### config.mk
export PLATFORM = sky130hd
export DESIGN_NAME = cso_chip_select
export DESIGN_NICKNAME = d
export VERILOG_FILES = /design/src/core/cso_chip_select.v /design/src/core/cso_ack_timer.v /design/src/core/cso_sync2.v
export VERILOG_INCLUDE_DIRS = /design/src /design/src/include
export SDC_FILE = /design/constraint.sdc
export NUM_CORES = 1
export LEC_CHECK = 0
export BUFFER_PORTS_ARGS = -buffer_cell sky130_fd_sc_hd__buf_2
export CAP_MARGIN = 25
export CORE_MARGIN = 3
export CORE_UTILIZATION = 40
export CTS_CLUSTER_DIAMETER = 80
export DETAILED_ROUTE_END_ITERATION = 8
export PLACE_DENSITY = 0.66
export SLEW_MARGIN = 20
export SYNTH_ARGS = -nofsm -noshare
export SYNTH_HDL_FRONTEND = slang
export SYNTH_SLANG_ARGS = --single-unit
export TNS_END_PERCENT = 10
### constraint.sdc
create_clock -name clk_sys -period 4.4 [get_ports clk_sys]
set_clock_uncertainty 0.15 [all_clocks]
set_input_delay 0.66 -clock clk_sys [delete_from_list [all_inputs] [get_ports clk_sys]]
set_output_delay 0.66 -clock clk_sys [all_outputs]
set_load 0.02 [all_outputs]
### src/include/cso_regs.vh
// Register offsets, field positions, encodings and reset values for the chip-select option block
`ifndef CSO_REGS_VH
`define CSO_REGS_VH

// ----------------------------------------------------------------
// Register byte offsets
// ----------------------------------------------------------------
`define CSO_OFS_OPTION      12'h000
`define CSO_OFS_BASE        12'h004
`define CSO_OFS_DISCRETE    12'h008
`define CSO_OFS_ASSIGN      12'h00c
`define CSO_OFS_STATUS      12'h010
`define CSO_ADDR_W          12

// ----------------------------------------------------------------
// Option register fields
// ----------------------------------------------------------------
`define CSO_OPT_AUTOVECTOR_REQUEST        0
`define CSO_OPT_LEVEL_LO    1
`define CSO_OPT_LEVEL_HI    3
`define CSO_OPT_SPACE_LO    4
`define CSO_OPT_SPACE_HI    5
`define CSO_OPT_ACK_LO      6
`define CSO_OPT_ACK_HI      9
`define CSO_OPT_STROBE_TIMING_SELECT        10
`define CSO_OPT_DIR_LO      11
`define CSO_OPT_DIR_HI      12
`define CSO_OPT_SYNC        13
`define CSO_OPT_W           14
`define CSO_OPT_RESET       14'h0000

// ----------------------------------------------------------------
// Field encodings
// ----------------------------------------------------------------
`define CSO_DIR_RSVD        2'h0
`define CSO_DIR_READ        2'h1
`define CSO_DIR_WRITE       2'h2
`define CSO_DIR_BOTH        2'h3
`define CSO_SPACE_CPU       2'h0
`define CSO_SPACE_USER      2'h1
`define CSO_SPACE_SUPER     2'h2
`define CSO_SPACE_EITHER    2'h3
`define CSO_ACK_FAST        4'he
`define CSO_ACK_EXT         4'hf
`define CSO_LEVEL_ANY       3'h0
`define CSO_FAST_CYCLES     4'h2

// ----------------------------------------------------------------
// Base, discrete output and pin assignment
// ----------------------------------------------------------------
`define CSO_BASE_W          13
`define CSO_BASE_RESET      13'h0000
`define CSO_DOUT_W          7
`define CSO_DOUT_RESET      7'h7f
`define CSO_ASSIGN_RESET    7'h00
`define CSO_HTRANS_NONSEQ   2'h2

`endif

### src/core/cso_chip_select.v
// Chip-select option decoding with AHB-Lite register access and discrete output
//
// Design decisions made here: the placing of the registers and the AHB-Lite interface to the registers.
`timescale 1ns/10ps
`include "cso_regs.vh"

// Contract
// - Direction field gates read/write assertion
// - Strobe bit picks address or data strobe
// - Codes 0-13 give that many wait states
// - Code 1110 ends access in two cycles
// - Space field restricts matched address space
// - CPU space compares acknowledge level lines
// - Level zero matches any; else exact level
// - In CPU space the level field gates the whole match: select, acknowledge and autovector
// - CPU space plus autovector bit autovectors
// - Discrete pins driven from output register
// - Bit 7 reads zero; others reset one
module cso_chip_select (
  // System
  input  wire        clk_sys,
  input  wire        rst_b,
  // AHB-Lite slave
  input  wire        hsel,
  input  wire [31:0] haddr,
  input  wire [1:0]  htrans,
  input  wire        hwrite,
  input  wire [2:0]  hsize,
  input  wire [31:0] hwdata,
  input  wire        hready,
  output wire        hreadyout,
  output wire        hresp,
  output reg  [31:0] hrdata,
  // External bus cycle (pins)
  input  wire [23:0] bus_addr,
  input  wire        bus_rw,
  input  wire [2:0]  bus_fc,
  input  wire        bus_as_b,
  input  wire        bus_ds_b,
  input  wire        bus_iack,
  input  wire [1:0]  size_acknowledge_in_b,
  // Chip-select outputs
  output reg         cs_b,
  output reg  [1:0]  size_acknowledge_b,
  output reg         autovector_request_b,
  output reg  [6:0]  chip_select_discrete_output_pin
);
  // ----------------------------------------------------------------
  // Reset release
  // ----------------------------------------------------------------
  reg rst_m_q;
  reg rst_s_q;
  always @(posedge clk_sys or negedge rst_b) begin
    if (!rst_b) begin
      rst_m_q <= 1'b0;
      rst_s_q <= 1'b0;
    end else begin
      rst_m_q <= 1'b1;
      rst_s_q <= rst_m_q;
    end
  end

  // ----------------------------------------------------------------
  // Pin synchronisation
  // ----------------------------------------------------------------
  // Bit positions inside the synchroniser word, lowest first
  localparam PIN_W    = 24 + 1 + 3 + 1 + 1 + 1 + 2;
  localparam P_ACK_LO = 0;
  localparam P_ACK_HI = 1;
  localparam P_IACK   = 2;
  localparam P_DS     = 3;
  localparam P_AS     = 4;
  localparam P_FC_LO  = 5;
  localparam P_FC_HI  = 7;
  localparam P_RW     = 8;
  localparam P_A_LO   = 9;
  wire [PIN_W-1:0] pin_s;
  cso_sync2 #(.W(PIN_W)) u_sync (
    .clk_sys (clk_sys),
    .rst_b   (rst_s_q),
    .d       ({bus_addr, bus_rw, bus_fc, ~bus_as_b, ~bus_ds_b, bus_iack, ~size_acknowledge_in_b}),
    .q       (pin_s)
  );
  wire [23:0] a_s    = pin_s[PIN_W-1:P_A_LO];
  wire        rw_s   = pin_s[P_RW];
  wire [2:0]  fc_s   = pin_s[P_FC_HI:P_FC_LO];
  wire        as_s   = pin_s[P_AS];
  wire        ds_s   = pin_s[P_DS];
  wire        iack_s = pin_s[P_IACK];
  // Either acknowledge line ends the cycle, whatever the port width
  wire        ext_s  = |pin_s[P_ACK_HI:P_ACK_LO];

  // ----------------------------------------------------------------
  // AHB-Lite slave
  // ----------------------------------------------------------------
  reg [`CSO_OPT_W-1:0]    opt_q;
  reg                     busy_q;
  reg [`CSO_BASE_W-1:0]   base_q;
  reg [`CSO_DOUT_W-1:0]   dout_q;
  reg [`CSO_DOUT_W-1:0]   assign_q;
  reg                     wr_pend_q;
  reg [`CSO_ADDR_W-1:0]   wr_addr_q;

  // Zero-wait slave: every transfer answers OKAY in its first data cycle
  assign hreadyout = 1'b1;
  assign hresp     = 1'b0;

  wire take = hsel && hready && htrans == `CSO_HTRANS_NONSEQ;
  wire [`CSO_ADDR_W-1:0] a_off = haddr[`CSO_ADDR_W-1:0];

  function [31:0] reg_read;
    input [`CSO_ADDR_W-1:0] off;
    begin
      if (off == `CSO_OFS_OPTION) begin
        reg_read = {18'h00000, opt_q};
      end else if (off == `CSO_OFS_BASE) begin
        reg_read = {19'h00000, base_q};
      end else if (off == `CSO_OFS_DISCRETE) begin
        reg_read = {25'h0000000, dout_q};
      end else if (off == `CSO_OFS_ASSIGN) begin
        reg_read = {25'h0000000, assign_q};
      end else if (off == `CSO_OFS_STATUS) begin
        reg_read = {29'h00000000, autovector_request_b, cs_b, busy_q};
      end else begin
        reg_read = 32'h00000000;
      end
    end
  endfunction

  always @(posedge clk_sys or negedge rst_s_q) begin
    if (!rst_s_q) begin
      wr_pend_q <= 1'b0;
      wr_addr_q <= {`CSO_ADDR_W{1'b0}};
      hrdata    <= 32'h00000000;
    end else begin
      wr_pend_q <= take && hwrite;
      if (take) begin
        wr_addr_q <= a_off;
      end
      if (take && !hwrite) begin
        hrdata <= reg_read(a_off);
      end
    end
  end

  // ----------------------------------------------------------------
  // Register write strobes
  // ----------------------------------------------------------------
  // A write lands one cycle after its address phase, while hwdata stands
  reg we_opt;
  reg we_base;
  reg we_dout;
  reg we_assign;
  always @* begin
    we_opt    = 1'b0;
    we_base   = 1'b0;
    we_dout   = 1'b0;
    we_assign = 1'b0;
    if (wr_pend_q) begin
      if (wr_addr_q == `CSO_OFS_OPTION) begin
        we_opt = 1'b1;
      end else if (wr_addr_q == `CSO_OFS_BASE) begin
        we_base = 1'b1;
      end else if (wr_addr_q == `CSO_OFS_DISCRETE) begin
        we_dout = 1'b1;
      end else if (wr_addr_q == `CSO_OFS_ASSIGN) begin
        we_assign = 1'b1;
      end
    end
  end

  always @(posedge clk_sys or negedge rst_s_q) begin
    if (!rst_s_q) begin
      opt_q <= `CSO_OPT_RESET;
    end else if (we_opt) begin
      opt_q <= hwdata[`CSO_OPT_W-1:0];
    end
  end

  always @(posedge clk_sys or negedge rst_s_q) begin
    if (!rst_s_q) begin
      base_q <= `CSO_BASE_RESET;
    end else if (we_base) begin
      base_q <= hwdata[`CSO_BASE_W-1:0];
    end
  end

  // Bit 7 has no storage, so a write to it is simply dropped
  always @(posedge clk_sys or negedge rst_s_q) begin
    if (!rst_s_q) begin
      dout_q <= `CSO_DOUT_RESET;
    end else if (we_dout) begin
      dout_q <= hwdata[`CSO_DOUT_W-1:0];
    end
  end

  always @(posedge clk_sys or negedge rst_s_q) begin
    if (!rst_s_q) begin
      assign_q <= `CSO_ASSIGN_RESET;
    end else if (we_assign) begin
      assign_q <= hwdata[`CSO_DOUT_W-1:0];
    end
  end

  // ----------------------------------------------------------------
  // Option fields
  // ----------------------------------------------------------------
  wire       o_autovector_request  = opt_q[`CSO_OPT_AUTOVECTOR_REQUEST];
  wire [2:0] o_level = opt_q[`CSO_OPT_LEVEL_HI:`CSO_OPT_LEVEL_LO];
  wire [1:0] o_space = opt_q[`CSO_OPT_SPACE_HI:`CSO_OPT_SPACE_LO];
  wire [3:0] o_ack   = opt_q[`CSO_OPT_ACK_HI:`CSO_OPT_ACK_LO];
  wire       o_strobe_timing_select  = opt_q[`CSO_OPT_STROBE_TIMING_SELECT];
  wire [1:0] o_dir   = opt_q[`CSO_OPT_DIR_HI:`CSO_OPT_DIR_LO];

  // ----------------------------------------------------------------
  // Cycle match
  // ----------------------------------------------------------------
  // Function code 7 marks CPU space; 5/6 supervisor, 1/2 user
  wire sp_cpu   = fc_s == 3'h7;
  wire sp_super = fc_s == 3'h5 || fc_s == 3'h6;
  wire sp_user  = fc_s == 3'h1 || fc_s == 3'h2;

  wire base_hit = a_s[23:11] == base_q;

  reg dir_ok;
  reg space_ok;
  always @* begin
    case (o_dir)
      `CSO_DIR_READ:  dir_ok = rw_s;
      `CSO_DIR_WRITE: dir_ok = !rw_s;
      `CSO_DIR_BOTH:  dir_ok = 1'b1;
      default:        dir_ok = 1'b0;
    endcase
    case (o_space)
      `CSO_SPACE_CPU:   space_ok = sp_cpu;
      `CSO_SPACE_USER:  space_ok = sp_user;
      `CSO_SPACE_SUPER: space_ok = sp_super;
      default:          space_ok = sp_user || sp_super;
    endcase
  end

  // Level compare is part of the cycle match, so it gates recognition, acknowledge and autovector too
  wire is_cpu_cyc = o_space == `CSO_SPACE_CPU;
  wire level_ok = !is_cpu_cyc || (iack_s &&
                  (o_level == `CSO_LEVEL_ANY || a_s[3:1] == o_level));
  wire addr_ok  = is_cpu_cyc ? 1'b1 : base_hit;

  wire hit = as_s && addr_ok && dir_ok && space_ok && level_ok;

  // ----------------------------------------------------------------
  // Bus cycle tracking and termination
  // ----------------------------------------------------------------
  localparam ST_IDLE = 3'b001;
  localparam ST_WAIT = 3'b010;
  localparam ST_DONE = 3'b100;
  reg [2:0] st_q;
  reg [2:0] st_d;
  wire      int_ack;

  cso_ack_timer u_ack (
    .clk_sys  (clk_sys),
    .rst_b    (rst_s_q),
    .start    (st_q == ST_IDLE && hit),
    .busy     (as_s),
    .ack_code (o_ack),
    .ack_q    (int_ack)
  );

  always @* begin
    st_d = st_q;
    case (st_q)
      ST_IDLE: begin
        if (hit) begin
          st_d = ST_WAIT;
        end
      end
      ST_WAIT: begin
        if (!as_s) begin
          st_d = ST_IDLE;
        end else if (int_ack || (o_ack == `CSO_ACK_EXT && ext_s)) begin
          st_d = ST_DONE;
        end
      end
      ST_DONE: begin
        if (!as_s) begin
          st_d = ST_IDLE;
        end
      end
      default: st_d = ST_IDLE;
    endcase
  end

  // Strobe-synchronised select: address strobe or data strobe qualifies
  wire strobe_ok = o_strobe_timing_select ? ds_s : as_s;
  wire cyc_act   = st_q != ST_IDLE;

  // ----------------------------------------------------------------
  // Discrete output pins
  // ----------------------------------------------------------------
  // Only one chip select is built, so every pin stays a discrete output
  wire [`CSO_DOUT_W-1:0] disc_d;
  genvar g;
  generate
    for (g = 0; g < `CSO_DOUT_W; g = g + 1) begin : g_disc
      assign disc_d[g] = dout_q[g];
    end
  endgenerate

  always @(posedge clk_sys or negedge rst_s_q) begin
    if (!rst_s_q) begin
      st_q                            <= ST_IDLE;
      busy_q                          <= 1'b0;
      cs_b                            <= 1'b1;
      chip_select_discrete_output_pin <= `CSO_DOUT_RESET;
    end else begin
      st_q                            <= st_d;
      busy_q                          <= cyc_act;
      cs_b                            <= !(cyc_act && as_s && strobe_ok);
      chip_select_discrete_output_pin <= disc_d;
    end
  end

  // Held until the strobe drops so the master sees a stable acknowledge
  always @(posedge clk_sys or negedge rst_s_q) begin
    if (!rst_s_q) begin
      size_acknowledge_b   <= 2'h3;
      autovector_request_b <= 1'b1;
    end else if (!as_s) begin
      size_acknowledge_b   <= 2'h3;
      autovector_request_b <= 1'b1;
    end else if (st_q == ST_WAIT && int_ack) begin
      // External code 1111 never reaches here: the timer stays silent
      if (is_cpu_cyc && o_autovector_request) begin
        autovector_request_b <= 1'b0;
      end else begin
        size_acknowledge_b <= 2'h0;
      end
    end
  end
endmodule

### src/core/cso_ack_timer.v
// Wait-state counter producing the internal termination for a selected cycle
`timescale 1ns/10ps
module cso_ack_timer (
  // Clock and reset
  input  wire       clk_sys,
  input  wire       rst_b,
  // Cycle control
  input  wire       start,
  input  wire       busy,
  input  wire [3:0] ack_code,
  // Termination
  output reg        ack_q
);
  reg [3:0] cnt_q;
  reg       run_q;

  // ----------------------------------------------------------------
  // Counter
  // ----------------------------------------------------------------
  // Fast termination ends two cycles after start, same as wait code 1
  always @(posedge clk_sys or negedge rst_b) begin
    if (!rst_b) begin
      cnt_q <= 4'h0;
      run_q <= 1'b0;
      ack_q <= 1'b0;
    end else begin
      ack_q <= 1'b0;
      if (!busy) begin
        run_q <= 1'b0;
      end else if (start && ack_code != `CSO_ACK_EXT) begin
        if (ack_code == `CSO_ACK_FAST) begin
          cnt_q <= `CSO_FAST_CYCLES - 4'h1;
        end else begin
          cnt_q <= ack_code;
        end
        run_q <= 1'b1;
      end else if (run_q) begin
        if (cnt_q == 4'h0) begin
          ack_q <= 1'b1;
          run_q <= 1'b0;
        end else begin
          cnt_q <= cnt_q - 4'h1;
        end
      end
    end
  end
endmodule

### src/core/cso_sync2.v
// Two flip-flop synchroniser for a bus of pin inputs
`timescale 1ns/10ps
module cso_sync2 #(
  parameter W = 1
) (
  // Clock and reset
  input  wire         clk_sys,
  input  wire         rst_b,
  // Data
  input  wire [W-1:0] d,
  output reg  [W-1:0] q
);
  reg [W-1:0] meta_q;

  always @(posedge clk_sys or negedge rst_b) begin
    if (!rst_b) begin
      meta_q <= {W{1'b0}};
      q      <= {W{1'b0}};
    end else begin
      meta_q <= d;
      q      <= meta_q;
    end
  end
endmodule

-- Word level (Yosys, flattened, before mapping)
Cells that the tools add are included.
- flip-flop bits (word level): 175
- output and inout bits: 45
- $add $sub $neg: 1
- equal/unequal tests: 34
- multiplexer cells: 46
- bitwise logic cells: 3
- reductions and logical operators: 37
- operators with widths (operator ; number):
    12-bit by 4-bit == test with 1-bit output, second input constant ; 4
    1-bit 2-to-1 mux ; 27
    12-bit by 3-bit == test with 1-bit output, second input constant ; 2
    12-bit logical NOT ; 2
    1-bit logical AND ; 16
    4-bit 2-to-1 mux ; 4
    3-bit 2-to-1 mux ; 5
    14-bit 2-to-1 mux ; 1
    7-bit 2-to-1 mux ; 2
    13-bit == test ; 1
    13-bit 2-to-1 mux ; 1
    12-bit by 5-bit == test with 1-bit output, second input constant ; 1
    3-bit == test, second input constant ; 4
    2-bit inequality test, second input constant ; 5
    3-bit case mux with 3 select lines ; 1
    2-bit == test, second input constant ; 4
    4-bit == test, second input constant ; 2
    3-bit by 1-bit == test with 1-bit output, second input constant ; 2
    3-bit by 2-bit == test with 1-bit output, second input constant ; 2
    1-bit logical OR ; 6
    2-bit 2-to-1 mux ; 3
    1-bit case mux with 3 select lines ; 2
    3-bit AND reduction ; 2
    2-bit by 1-bit == test with 1-bit output, second input constant ; 2
    15 further kinds ; 20

-- Depth between registers and ports, before layout
Gate-level depths: netlist (run 1).
- depth after elaboration: 10
- gate-level depth with buffers: 8

-- Modules after synthesis
Synthesis (run 1) repeated with hierarchy kept, for this count alone.
- cell total of the unflattened synthesis: 439
- area total of the unflattened synthesis: 6045.8 µm²
- modules (own cells, without submodules) (module ; times used ; cells an instance ; area an instance (µm²)):
    cso_chip_select ; 1 ; 340 ; 4028.9
    cso_sync2 ; 1 ; 66 ; 1651.6
    cso_ack_timer ; 1 ; 33 ; 365.4

-- Least setup slack after synthesis (run 1)
No wires, ideal clock.
- kind: register -> register
- from: register wr_addr_q[1]
- to: register opt_q[10]
- setup time: 0.128 ns
- arrival time: 2.064 ns
- required time: 4.122 ns
- slack: 2.058 ns
- cell stages (with the launch flop): 7
- buffers on the path: 2
- clock period less this slack: 2.342 ns
- cell sequence: dfrtp_1 or4_1 nor4_1 nor2b_1 clkbuf_1 buf_2 mux2_1
- cells in the longest elaborated chain, start to end: 3
- ends and longest elaborated chain (item ; line ; text):
    start, declared ; cso_chip_select.v:102 ; reg [`CSO_ADDR_W-1:0] wr_addr_q;
    start signal, assigned ; cso_chip_select.v:133 ; wr_addr_q <= {`CSO_ADDR_W{1'b0}};
    start signal, assigned ; cso_chip_select.v:138 ; wr_addr_q <= a_off;
    12-bit logical NOT (no source line) ; -- ;
    1-bit 2-to-1 mux ; cso_chip_select.v:160 ; if (wr_addr_q == `CSO_OFS_OPTION) begin
    1-bit 2-to-1 mux ; cso_chip_select.v:159 ; if (wr_pend_q) begin
    end signal, assigned ; cso_chip_select.v:174 ; opt_q <= `CSO_OPT_RESET;
    end signal, assigned ; cso_chip_select.v:176 ; opt_q <= hwdata[`CSO_OPT_W-1:0];
    end, declared ; cso_chip_select.v:96 ; reg [`CSO_OPT_W-1:0] opt_q;
No other way between the ends.
A chain may end at the register's enable or synchronous reset.

-- Worst setup path in the final report (run 1)
- from: register opt_q[1]
- to: register u_ack.cnt_q[1]
- cells in the longest elaborated chain, start to end: 9
- elaborated cells between the ends (all ways): 12
- ends and longest elaborated chain (item ; line ; text):
    3-bit == test / 3-bit logical NOT (equally long branches) ; -- ;
    1-bit logical OR * ; cso_chip_select.v:245 ; (o_level == `CSO_LEVEL_ANY || a_s[3:1] == o_level));
    1-bit logical AND * ; cso_chip_select.v:244 ; wire level_ok = !is_cpu_cyc || (iack_s &&
    1-bit logical OR * ; cso_chip_select.v:244 ;
    1-bit logical AND * ; cso_chip_select.v:248 ; wire hit = as_s && addr_ok && dir_ok && space_ok && level_ok;
    1-bit logical AND * ; cso_chip_select.v:263 ; .start (st_q == ST_IDLE && hit),
    1-bit logical AND (no source line) * ; -- ;
    2-bit by 1-bit inequality test with 1-bit output (no source line) / 2-bit nonzero test (equally long branches) ; -- ;
    3-bit AND reduction (no source line) ; -- ;
    end signal, assigned ; cso_ack_timer.v:32 ; cnt_q <= `CSO_FAST_CYCLES - 4'h1;
    end signal, assigned ; cso_ack_timer.v:34 ; cnt_q <= ack_code;
    end signal, assigned ; cso_ack_timer.v:42 ; cnt_q <= cnt_q - 4'h1;
    end, declared ; cso_ack_timer.v:14 ; reg [3:0] cnt_q;
Mark *: on every way between the ends. The rest lies on a longest branch, timed or not.

==> metrics, run 1 <==
outcome=finished, final reports clean; Top FF cell, synth=dfrtp_1; cell family with most CP delay=compound AO/OA/AOI/OAI gates; total of max-cap violations=0; TritonCTS clock tree=built; post-synthesis mux area share=13.0%; initial antenna violation count=0; Buffers on Ports=82; Clock transition at path regs=0.06 ns; Layout area overhead=21.7%; Post-synth EDFFs=0; drt total wl=11,300 um; worst-path maximum fanout=10; GRT overflow=0; Crit. End Element=flop; DRC viols=0; Starting Density=41.2%; DRT iter0 DRCs=191; Post-synth ARST share=100%; Worst EP arrival=2.81 ns; Slew HR=40.4%; layout cells sized above 1=31.1%; register area=3530 um^2; Synth top area share=55.3%; Inserted Diodes=0; simple-gate portion of the synthesized area=9.49%; CP Cell Sequence=nor4_1, o21ai_0, nor2_1, o311ai_2, a211oi_4, o21ai_1, a221o_1; nets=613; peak supply drop=217 uV; Sink Count=140; Post-CTS Resized=0; setup_tns=0 ns; Synth Area in Compound Gates=6.52%; # hold bufs at CTS=1; Fillers=1,166; largest net degree at the start of global routing=74; post-route ant nets=0; H-tree levels=4; post-DP HPWL=8020 um; I/O pin count=152; setup violators final=0; GPL Wtd Cong=0.802; Synth cell types=56; worst slew pin tran=0.894 ns; Post-Syn Area=5530 um^2; leakage=3.17 nW; core area=13,400 um^2; post-synthesis adder-cell area fraction=0.226%; clk_lat worst skew=0.42 ns; Yosys warning count=0; 1st-pass router iterations=4; fin cells=694; startpoint types=flop; Yosys reg bits=140; largest family of logic cells by synthesized area=multiplexers; CP required=4.55 ns; critical path's slowest cell=a211oi_4; Post-Synth XOR/XNOR Area=2.22%; Via density=4.89; number of buffers created by CTS=17; first-pass GRT wire length=18,100 um; multi-input logic area=1810 um^2; critical path type=reg -> reg; Clock Tree Root=clkbuf_16; Syn Inst Count=410; Final Core Density=50.2%; unrepaired setup endpoints after global routing=no; Hold Path Class=reg -> reg; number of global-route vias before repair=3,487; Routed WL per cell=16.2 um; Synth area leaders=dfrtp_1 55%, dfstp_2 8.6%, mux2_1 8.4%, buf_4 2.9%, mux2_2 2.2%; syn avg cell area=13.5 um^2; die height=124 um; clk buf depth=2; Tmin final=2.67 ns; Chip Width=124 um; Tot GR Track Use=16.0%; Worst path max stage delay=0.49 ns; Period Utilization, post-route=60.6%; detailed-route via count=3,391; placement row count=42; placed cells=661; setup repair bufs after CTS=0; CP bufs+invs=0; Max Fclk=375 MHz; Slew Limit Fails=0; sequential area share after synthesis=63.8%; pwr dens=474 nW/um^2; Die ar.=15,300 um^2; Synth area leader=dfrtp_1; Final Hold Fails=0
[worst paths after layout]
kind	from	end	slack [ns]	cells past startpoint
setup / recovery	opt_q[1]$_DFFE_PN0P_	u_ack.cnt_q[1]$_DFFE_PN0P_	1.73	7
hold / removal	u_sync.meta_q[5]$_DFF_PN0_	u_sync.q[5]$_DFF_PN0_	0.19	0
setup reg to reg	opt_q[1]$_DFFE_PN0P_	u_ack.cnt_q[1]$_DFFE_PN0P_	1.73	7
hold reg to reg	u_sync.meta_q[5]$_DFF_PN0_	u_sync.q[5]$_DFF_PN0_	0.19	0
max in group asynchronous	rst_s_q$_DFF_PN0_	chip_select_discrete_output_pin[3]$_DFF_PN1_	2.73	1
min in group asynchronous	rst_s_q$_DFF_PN0_	u_sync.meta_q[4]$_DFF_PN0_	0.31	0
[registers in the layout (all words and copies together) (netlist names)]
register                         cells
assign_q                             7
autovector_request_b                 1
base_q                              13
busy_q                               1
chip_select_discrete_output_pin      7
cs_b                                 1
disc_d                               7
hrdata                              14
opt_q                               14
rst_m_q                              1
rst_s_q                              1
size_acknowledge_b                   1
st_q                                 3
u_ack.ack_q                          1
u_ack.cnt_q                          4
u_ack.run_q                          1
u_sync.meta_q                       25
u_sync.q                            25
wr_addr_q                           12
wr_pend_q                            1
[Yosys cell counts, types with 3 or more instances]
cell      number
nor4_1         7
clkbuf_1       5
nor3_1         4
nand2_1       22
a22oi_1        4
nor2b_1        3
xor2_1         9
nand3_1        5
buf_2          4
a31oi_1        4
nand4_1        3
mux2_2        11
nand2b_1       6
xnor2_1        5
inv_1         13
a21oi_1        3
o21ai_0       16
mux4_2         4
buf_4         21
mux2i_1        4
a221oi_1       6
dfstp_2       18
a22o_1         4
dfrtp_1      122
nor2_1        28
mux2_1        41
[cells by family after synthesis]
kind of cell               Yosys count
DFF                                140
and+or+nand+nor                     98
muxes                               60
AOI/OAI and AO/OA                   49
buffers and inverters               46
xor gates and xnor gates            14
other                                2
adders and majority gates            1
[power by group]
group          total, W  switching [W]  internal, W
clock           0.00153       0.000554     0.000977
sequential      0.00145      0.0000659      0.00138
combinational  0.000214       0.000121    0.0000930
[area by class of cell]
cell class                      instances  area share [%]
Sequential cell                       140            52.5
Multi-Input combinational cell        243            27.0
Timing Repair Buffer                   88            6.81
Clock buffer                           18            6.53
Tap cell                              176            3.27
Clock inverter                         14            3.09
Inverter                               15           0.837
[routing by layer]
| layer | track usage (%) | up-vias | share of wire [%] |
|---|---|---|---|
| li1 | - | 1593 | - |
| met1 | 20.1 | 1676 | 43 |
| met2 | 25.7 | 105 | 49 |
| met3 | 5.49 | 17 | 6.6 |
| met4 | 6.16 | 0 | 1.8 |
| met5 | 0 | - | 0 |
[through the flow]
step	instance area [um^2]	hold WS [ns]	worst slack, ns	total power (W)
CTS	6730	0.179	1.76	0.00322
floorplan	5600	0.181	0.0920	0.00160
global route	6730	0.173	1.57	0.00331
finish	6730	0.193	1.73	0.00319
global placement	6070	0.185	1.42	0.00167
detailed placement	6070	0.185	1.35	0.00169
[worst register-to-register path: stages (launching register included)]
cell	delay, ns
dfrtp_1	0.48
nor4_1	0.46
o21ai_0	0.15
nor2_1	0.14
o311ai_2	0.16
a211oi_4	0.49
o21ai_1	0.17
a221o_1	0.37
[cell usage in the layout (no fill, tap or decap), types with 5 or more instances in the layout]
cell type	Yosys	layout
a221oi_1	6	6
buf_2	4	82
buf_4	21	5
clkbuf_16	0	17
conb_1	2	21
dfrtp_1	122	121
dfstp_2	18	18
inv_1	13	13
mux2_1	41	41
mux2_2	11	11
nand2_1	22	22
nand2b_1	6	6
nand3_1	5	5
nor2_1	28	28
nor4_1	7	7
o21ai_0	16	16
xnor2_1	5	5
xor2_1	9	9
No activity file was read; power rests on OpenSTA's default activity.
==> run 2, diff against run 1 <==
--- a/config.mk
+++ b/config.mk
@@ -6,13 +6,13 @@
 export SDC_FILE = /design/constraint.sdc
 export NUM_CORES = 1
 export LEC_CHECK = 0
+export ABC_AREA = 1
 export BUFFER_PORTS_ARGS = -buffer_cell sky130_fd_sc_hd__buf_2
 export CAP_MARGIN = 25
 export CORE_MARGIN = 3
 export CORE_UTILIZATION = 40
 export CTS_CLUSTER_DIAMETER = 80
 export DETAILED_ROUTE_END_ITERATION = 8
-export PLACE_DENSITY = 0.66
 export SLEW_MARGIN = 20
 export SYNTH_ARGS = -nofsm -noshare
 export SYNTH_HDL_FRONTEND = slang
==> constraint.sdc (replaced) <==
create_clock -name clk_sys -period 2.5 [get_ports clk_sys]
set_clock_uncertainty 0.15 [all_clocks]
set_input_delay 0.375 -clock clk_sys [delete_from_list [all_inputs] [get_ports clk_sys]]
set_output_delay 0.375 -clock clk_sys [all_outputs]
set_load 0.02 [all_outputs]
==> metrics, run 2 <==
Worst path max stage delay=0.47 ns (-0.02 ns); startpoint types=flop; worst-path maximum fanout=26 (+16); Final WS setup=0.514 ns (-1.22 ns); Chip Width=127 um (+2.4%); Top FF cell, synth=dfrtp_1; most frequent cells in the layout=205 x nand2_1, 121 x dfrtp_1, 82 x buf_2; placement row count=43 (+2.4%); worst slew pin tran=0.606 ns (-0.288 ns); post-DP HPWL=9060 um (+13%); Worst EP arrival=2.12 ns (-0.69 ns); first-pass GRT wire length=20,500 um (+14%); core area=14,000 um^2 (+4.8%); Via density=4.59 (-6.1%); Post-synth EDFFs=0 (unchanged); Syn Inst Count=625 (+52%); Post-synth ARST share=100% (unchanged); Sink Count=140 (unchanged); peak supply drop=427 uV (+97%); most common cell after layout, fill and taps aside=nand2_1; Post-CTS Resized=0 (unchanged); initial antenna violation count=0 (unchanged); # hold bufs at CTS=26 (+25); largest net degree at the start of global routing=47 (-36%); die height=127 um (+2.4%); Hold Path Class=in -> reg; setup_tns=0 ns (unchanged); dpl ws=0.418 ns (-0.937 ns); setup repair bufs after CTS=0 (unchanged); Die ar.=16,000 um^2 (+4.9%); H-tree levels=4 (unchanged); Yosys warning count=0 (unchanged); unrepaired setup endpoints after global routing=no; Inserted Diodes=0 (unchanged); Yosys reg bits=140 (unchanged); drt total wl=12,300 um (+8.8%); Tmin final=1.99 ns (-0.682 ns); Buffers on Ports=82 (unchanged); Hold WS=0.0338 ns (-0.159 ns); Routed WL per cell=13.1 um (-20%); clk buf depth=2 (unchanged); CP required=2.63 ns (-1.92 ns); I/O pin count=152 (unchanged); GRT overflow=0 (unchanged); nets=854 (+39%); total of max-cap violations=0 (unchanged); Slew HR=59.6% (+19 points); 1st-pass router iterations=5 (+1); Post-Syn Area=5810 um^2 (+5.1%); outcome=finished, final reports clean; number of buffers created by CTS=17 (unchanged); most frequent cell after synthesis=nand2_1; critical path's slowest cell=nand3b_2; biggest regs=u_sync.meta_q (25), u_sync.q (25); clk_lat worst skew=0.42 ns (about the same); Final Core Density=51.5% (+1.4 points); Synth top area share=52.6% (-2.7 points); Crit. End Element=flop; Slew Limit Fails=0 (unchanged); detailed-route via count=4,310 (+27%); layout cells sized above 1=21.7% (-9.3 points); Synth area leader=dfrtp_1; Tot GR Track Use=16.4% (+0.37 points); CP bufs+invs=0 (unchanged); Synth cell types=45 (-20%); Layout area overhead=24.6%; critical path type=reg -> reg; post-route ant nets=0 (unchanged); Clock transition at path regs=0.05 ns (about the same); sequential area share after synthesis=60.7% (-3.1 points); Synth area leaders=dfrtp_1 53%, nand2_1 13%, dfstp_2 8.1%, inv_1 5.0%, o21ai_1 3.7%; DRC viols=0 (unchanged); top cells by count, synth=205 x nand2_1, 122 x dfrtp_1, 77 x inv_1; Final Hold Fails=0 (unchanged); syn avg cell area=9.29 um^2 (-31%); TritonCTS clock tree=built; Period Utilization, post-route=79.4% (+19 points); Starting Density=41.4% (+0.13 points); cell family with most CP delay=simple AND/OR/NAND/NOR gates; CP Cell Sequence=or2_1, nor4_2, nand3b_2, nand2_1, o21ai_1; Max Fclk=504 MHz (+34%); GPL Wtd Cong=0.880 (+9.7%); leakage=3.90 nW (+23%); setup violators final=0 (unchanged); Clock Tree Root=clkbuf_16; power consumption=0.00538 W (+69%); pwr dens=744 nW/um^2 (+57%); number of global-route vias before repair=4,157 (+19%); DRT iter0 DRCs=258 (+35%)
==> run 2: changes by cell type in the layout (fill, tap and decap cells not counted), sizes merged, moves of 9 or more <==
cell         before  now
dlygate4sd3       1   26
inv              18   87
mux2             52    1
nand2            22  207
nand3             5   14
nand4             3   12
o21ai            17   59
==> run 2: cell families (layout without fill, tap and decap cells) <==
kind of cell	count (synthesis)	after routing	synth area share, %
fa+ha+maj	1	1	0.215
xor+xnor	5	5	0.754
buf+inv	121	236	9.35
other cells	2	21	0.129
simple gates	275	275	20.6
mux	1	1	0.194
compound gates	80	80	8.08
flops	140	140	60.7
==> run 2: metrics by stage <==
| step | instances | cell area (um^2) |
|---|---|---|
| 2_1_floorplan | 644 | 5880 |
| 3_3_place_gp | 881 | 6390 |
| 3_5_place_dp | 881 | 6390 |
| 4_1_cts | 939 | 7240 |
| 5_1_grt | 939 | 7240 |
| 6_report | 939 | 7240 |
==> run 2: worst reg2reg max path, delay by kind of cell (launching register included) <==
family,cells,cell delay (ns)
AO/OA/AOI/OAI,1,0.08
flip-flops,1,0.37
AND/OR/NAND/NOR,4,1.26
==> run 2: worst paths after layout <==
kind	from	to	slack (ns)	depth (start not counted)
worst max-delay path	wr_addr_q[1]$_DFFE_PN0P_	base_q[2]$_DFFE_PN0P_	0.51	5
worst min-delay path	haddr[7]	wr_addr_q[7]$_DFFE_PN0P_	0.03	3
worst max register to register	wr_addr_q[1]$_DFFE_PN0P_	base_q[2]$_DFFE_PN0P_	0.51	5
worst min register to register	rst_s_q$_DFF_PN0_	opt_q[2]$_DFFE_PN0P_	0.19	0
max in group asynchronous	rst_s_q$_DFF_PN0_	size_acknowledge_b[0]$_DFFE_PN1P_	1.23	1
min in group asynchronous	rst_b	rst_s_q$_DFF_PN0_	0.12	2
==> run 2: power by group <==
part	internal [W]	switching, W
sequential	0.00240	0.0000753
clock	0.00156	0.000901
combinational	0.000170	0.000267
total	0.00414	0.00124
==> run 2: area by class of cell <==
| class | count | area [um^2] |
|---|---|---|
| clock buffer | 21 | 440 |
| clock inverter | 11 | 145 |
| fill | 1278 | 6810 |
| inverter | 88 | 330 |
| multi-input combinational | 383 | 1810 |
| sequential | 140 | 3530 |
| tap | 180 | 225 |
| timing repair buffer | 116 | 756 |
==> run 2: metal layers <==
layer / track usage, % / up-vias / part of all wire [%]
met1: 21.8 / 1987 / 46
met5: 0 / - / 0
met2: 25.8 / 142 / 46
li1: - / 2157 / -
met3: 4.34 / 24 / 6.1
met4: 6.50 / 0 / 2.2
==> run 3, diff against run 2 <==
--- a/config.mk
+++ b/config.mk
@@ -13,6 +13,7 @@
 export CORE_UTILIZATION = 40
 export CTS_CLUSTER_DIAMETER = 80
 export DETAILED_ROUTE_END_ITERATION = 8
+export PLACE_DENSITY = 0.66
 export SLEW_MARGIN = 20
 export SYNTH_ARGS = -nofsm -noshare
 export SYNTH_HDL_FRONTEND = slang
==> constraint.sdc (replaced) <==
create_clock -name clk_sys -period 1.7 [get_ports clk_sys]
set_clock_uncertainty 0.15 [all_clocks]
set_input_delay 0.255 -clock clk_sys [delete_from_list [all_inputs] [get_ports clk_sys]]
set_output_delay 0.255 -clock clk_sys [all_outputs]
set_load 0.02 [all_outputs]
==> metrics, run 3 (synthesis results as in run 2) <==
outcome=complete, but fails checks; violated checks=setup timing; Max Fclk=546 MHz (+8.4%); placement row count=43 (unchanged); Comb pwr share=9.0% (+0.9 points); Crit. End Element=flop; Clock Power Share=49.6% (+3.8 points); pwr dens=1090 nW/um^2 (+47%); setup violators final=9 (+9); Sw Ratio=21.5% (-1.6 points); Clock transition at path regs=0.06 ns (about the same); Routed WL per cell=13.5 um (+3.6%); layout cells sized above 1=28.1% (+6.3 points); leakage=4.31 nW (+10%); DP Area=6710 um^2 (+5.0%); Design Area, Final=8050 um^2 (+11%); post-route ant nets=0 (unchanged); Via density=4.62 (+0.69%); DRC viols=0 (unchanged); total of max-cap violations=0 (unchanged); nets=922 (+8.0%); detailed-route via count=4,654 (+8.0%); hold path startpoint=hwdata[3]; CP Cell Sequence=nor2_1, nor2_1, nor2_1, nand2_1, nor2_2, nand2_2, nand2_4, nand3_4, a21oi_4, nand2_1, nand2_1; post-DP HPWL=9690 um (+6.9%); number of global-route vias before repair=4,740 (+14%); Inserted Diodes=0 (unchanged); 1st-pass router iterations=4 (-1); critical path type=reg -> reg; Reg-to-Reg Start=base_q[1]$_DFFE_PN0P_; largest net degree at the start of global routing=52 (+11%); biggest regs=u_sync.meta_q (25), u_sync.q (25); initial antenna violation count=0 (unchanged); Hold WS=0.00142 ns (-0.0324 ns); clk_lat worst skew=0.42 ns (about the same); most frequent cells in the layout=198 x nand2_1, 121 x dfrtp_1, 81 x buf_2; NetSw=0.00189 W (+52%); number of buffers created by CTS=17 (unchanged); CP required=1.90 ns (-0.73 ns); Worst path max stage delay=0.40 ns (-0.07 ns); Die ar.=16,000 um^2 (unchanged); Final WS setup=-0.132 ns (-0.646 ns); internal power=0.00690 W (+67%); Worst EP arrival=2.04 ns (-0.08 ns); Layout area overhead=38.6%; first-pass GRT wire length=22,500 um (+9.6%); die height=127 um (unchanged); core area=14,000 um^2 (unchanged); Period Utilization, post-route=108% (+28 points); critical path's slowest cell=dfrtp_1; Clock Tree Root=clkbuf_16; sequential share of power=41.4% (-4.6 points); TritonCTS clock tree=built; Hold Path Class=in -> reg; drt total wl=13,600 um (+11%); peak supply drop=619 uV (+45%); Buffers on Ports=82 (unchanged); launch point of the worst path=base_q[1]$_DFFE_PN0P_; most common cell after layout, fill and taps aside=nand2_1; unrepaired setup endpoints after global routing=yes; Tot GR Track Use=17.9% (+1.5 points); Final Core Density=57.3% (+5.8 points); dpl ws=-0.165 ns (-0.583 ns); DRT iter0 DRCs=277 (+7.4%); Chip Width=127 um (unchanged); I/O pin count=152 (unchanged); startpoint types=flop; GPL Wtd Cong=0.876 (-0.41%); Final Hold Fails=0 (unchanged); H-tree levels=4 (unchanged); clk buf depth=2 (unchanged); Tmin final=1.83 ns (-0.154 ns); Starting Density=41.4% (unchanged); Sink Count=140 (unchanged); GRT overflow=0 (unchanged); worst-path maximum fanout=6 (-77%); Slew Limit Fails=0 (unchanged)
-- run 3: path summary, 6_finish.rpt --
kind / end / slack (ns) / depth (start not counted)
min in group asynchronous: u_sync.meta_q[28]$_DFF_PN0_ / 0.07 / 0
min reg2reg: u_sync.meta_q[28]$_DFF_PN0_ / 0.07 / 0
max in group asynchronous: chip_select_discrete_output_pin[5]$_DFF_PN1_ / 0.71 / 1
max reg2reg: u_ack.cnt_q[0]$_DFFE_PN0P_ / -0.13 / 11
min: disc_d[3]$_DFFE_PN1P_ / 0.001 / 3
max: u_ack.cnt_q[0]$_DFFE_PN0P_ / -0.13 / 11
-- run 3: worst max-delay path: cells and delay by family, from the launching register on --
kind | cells | cell delay [ns]
AOI/OAI and AO/OA | 1 | 0.24
DFF | 1 | 0.40
and+or+nand+nor | 10 | 1.00
-- run 3: what timing repair did --
| action | CTS | global route |
|---|---|---|
| hold buffers | 47 | 0 |
| pin swaps | 7 | 14 |
| setup buffers | 4 | 7 |
| resized for setup | 8 | 19 |
| hold endpoints to repair | 55 | 0 |
| endpoints found under the setup margin | 21 | 53 |
-- run 3: through the flow --
step | setup TNS (ns) | cells | power, W
3_3_place_gp | -0.729 | 917 | 0.00432
6_report | -0.611 | 1007 | 0.00879
5_1_grt | -3.23 | 1007 | 0.00914
2_1_floorplan | 0 | 644 | 0.00412
3_5_place_dp | -2.19 | 917 | 0.00436
4_1_cts | -0.557 | 1000 | 0.00886
-- run 3: metal layers --
layer  global-route usage [%]  up-vias  wire length, um
met3                     4.97       34              775
met2                     28.7      148             6580
met1                     22.7     2179             5900
met4                     8.14        0              353
li1                         -     2293                -
met5                        0        -                0
-- run 3: power by group through the flow --
stage,clock network (W),registers [W],logic [W]
CTS,0.00445,0.00364,0.000772
global placement,0,0.00368,0.000635
finish,0.00436,0.00364,0.000789
global route,0.00459,0.00366,0.000886
floorplan,0,0.00371,0.000417
detailed placement,0,0.00369,0.000667
-- run 3: cell type report --
cell class,count,area (um^2)
clock inverters,10,235
repair buffers,184,1380
multi-input cells,383,1880
clock buffers,22,474
well taps,180,225
fillers,1177,5990
inverters,88,330
flip-flops and latches,140,3530
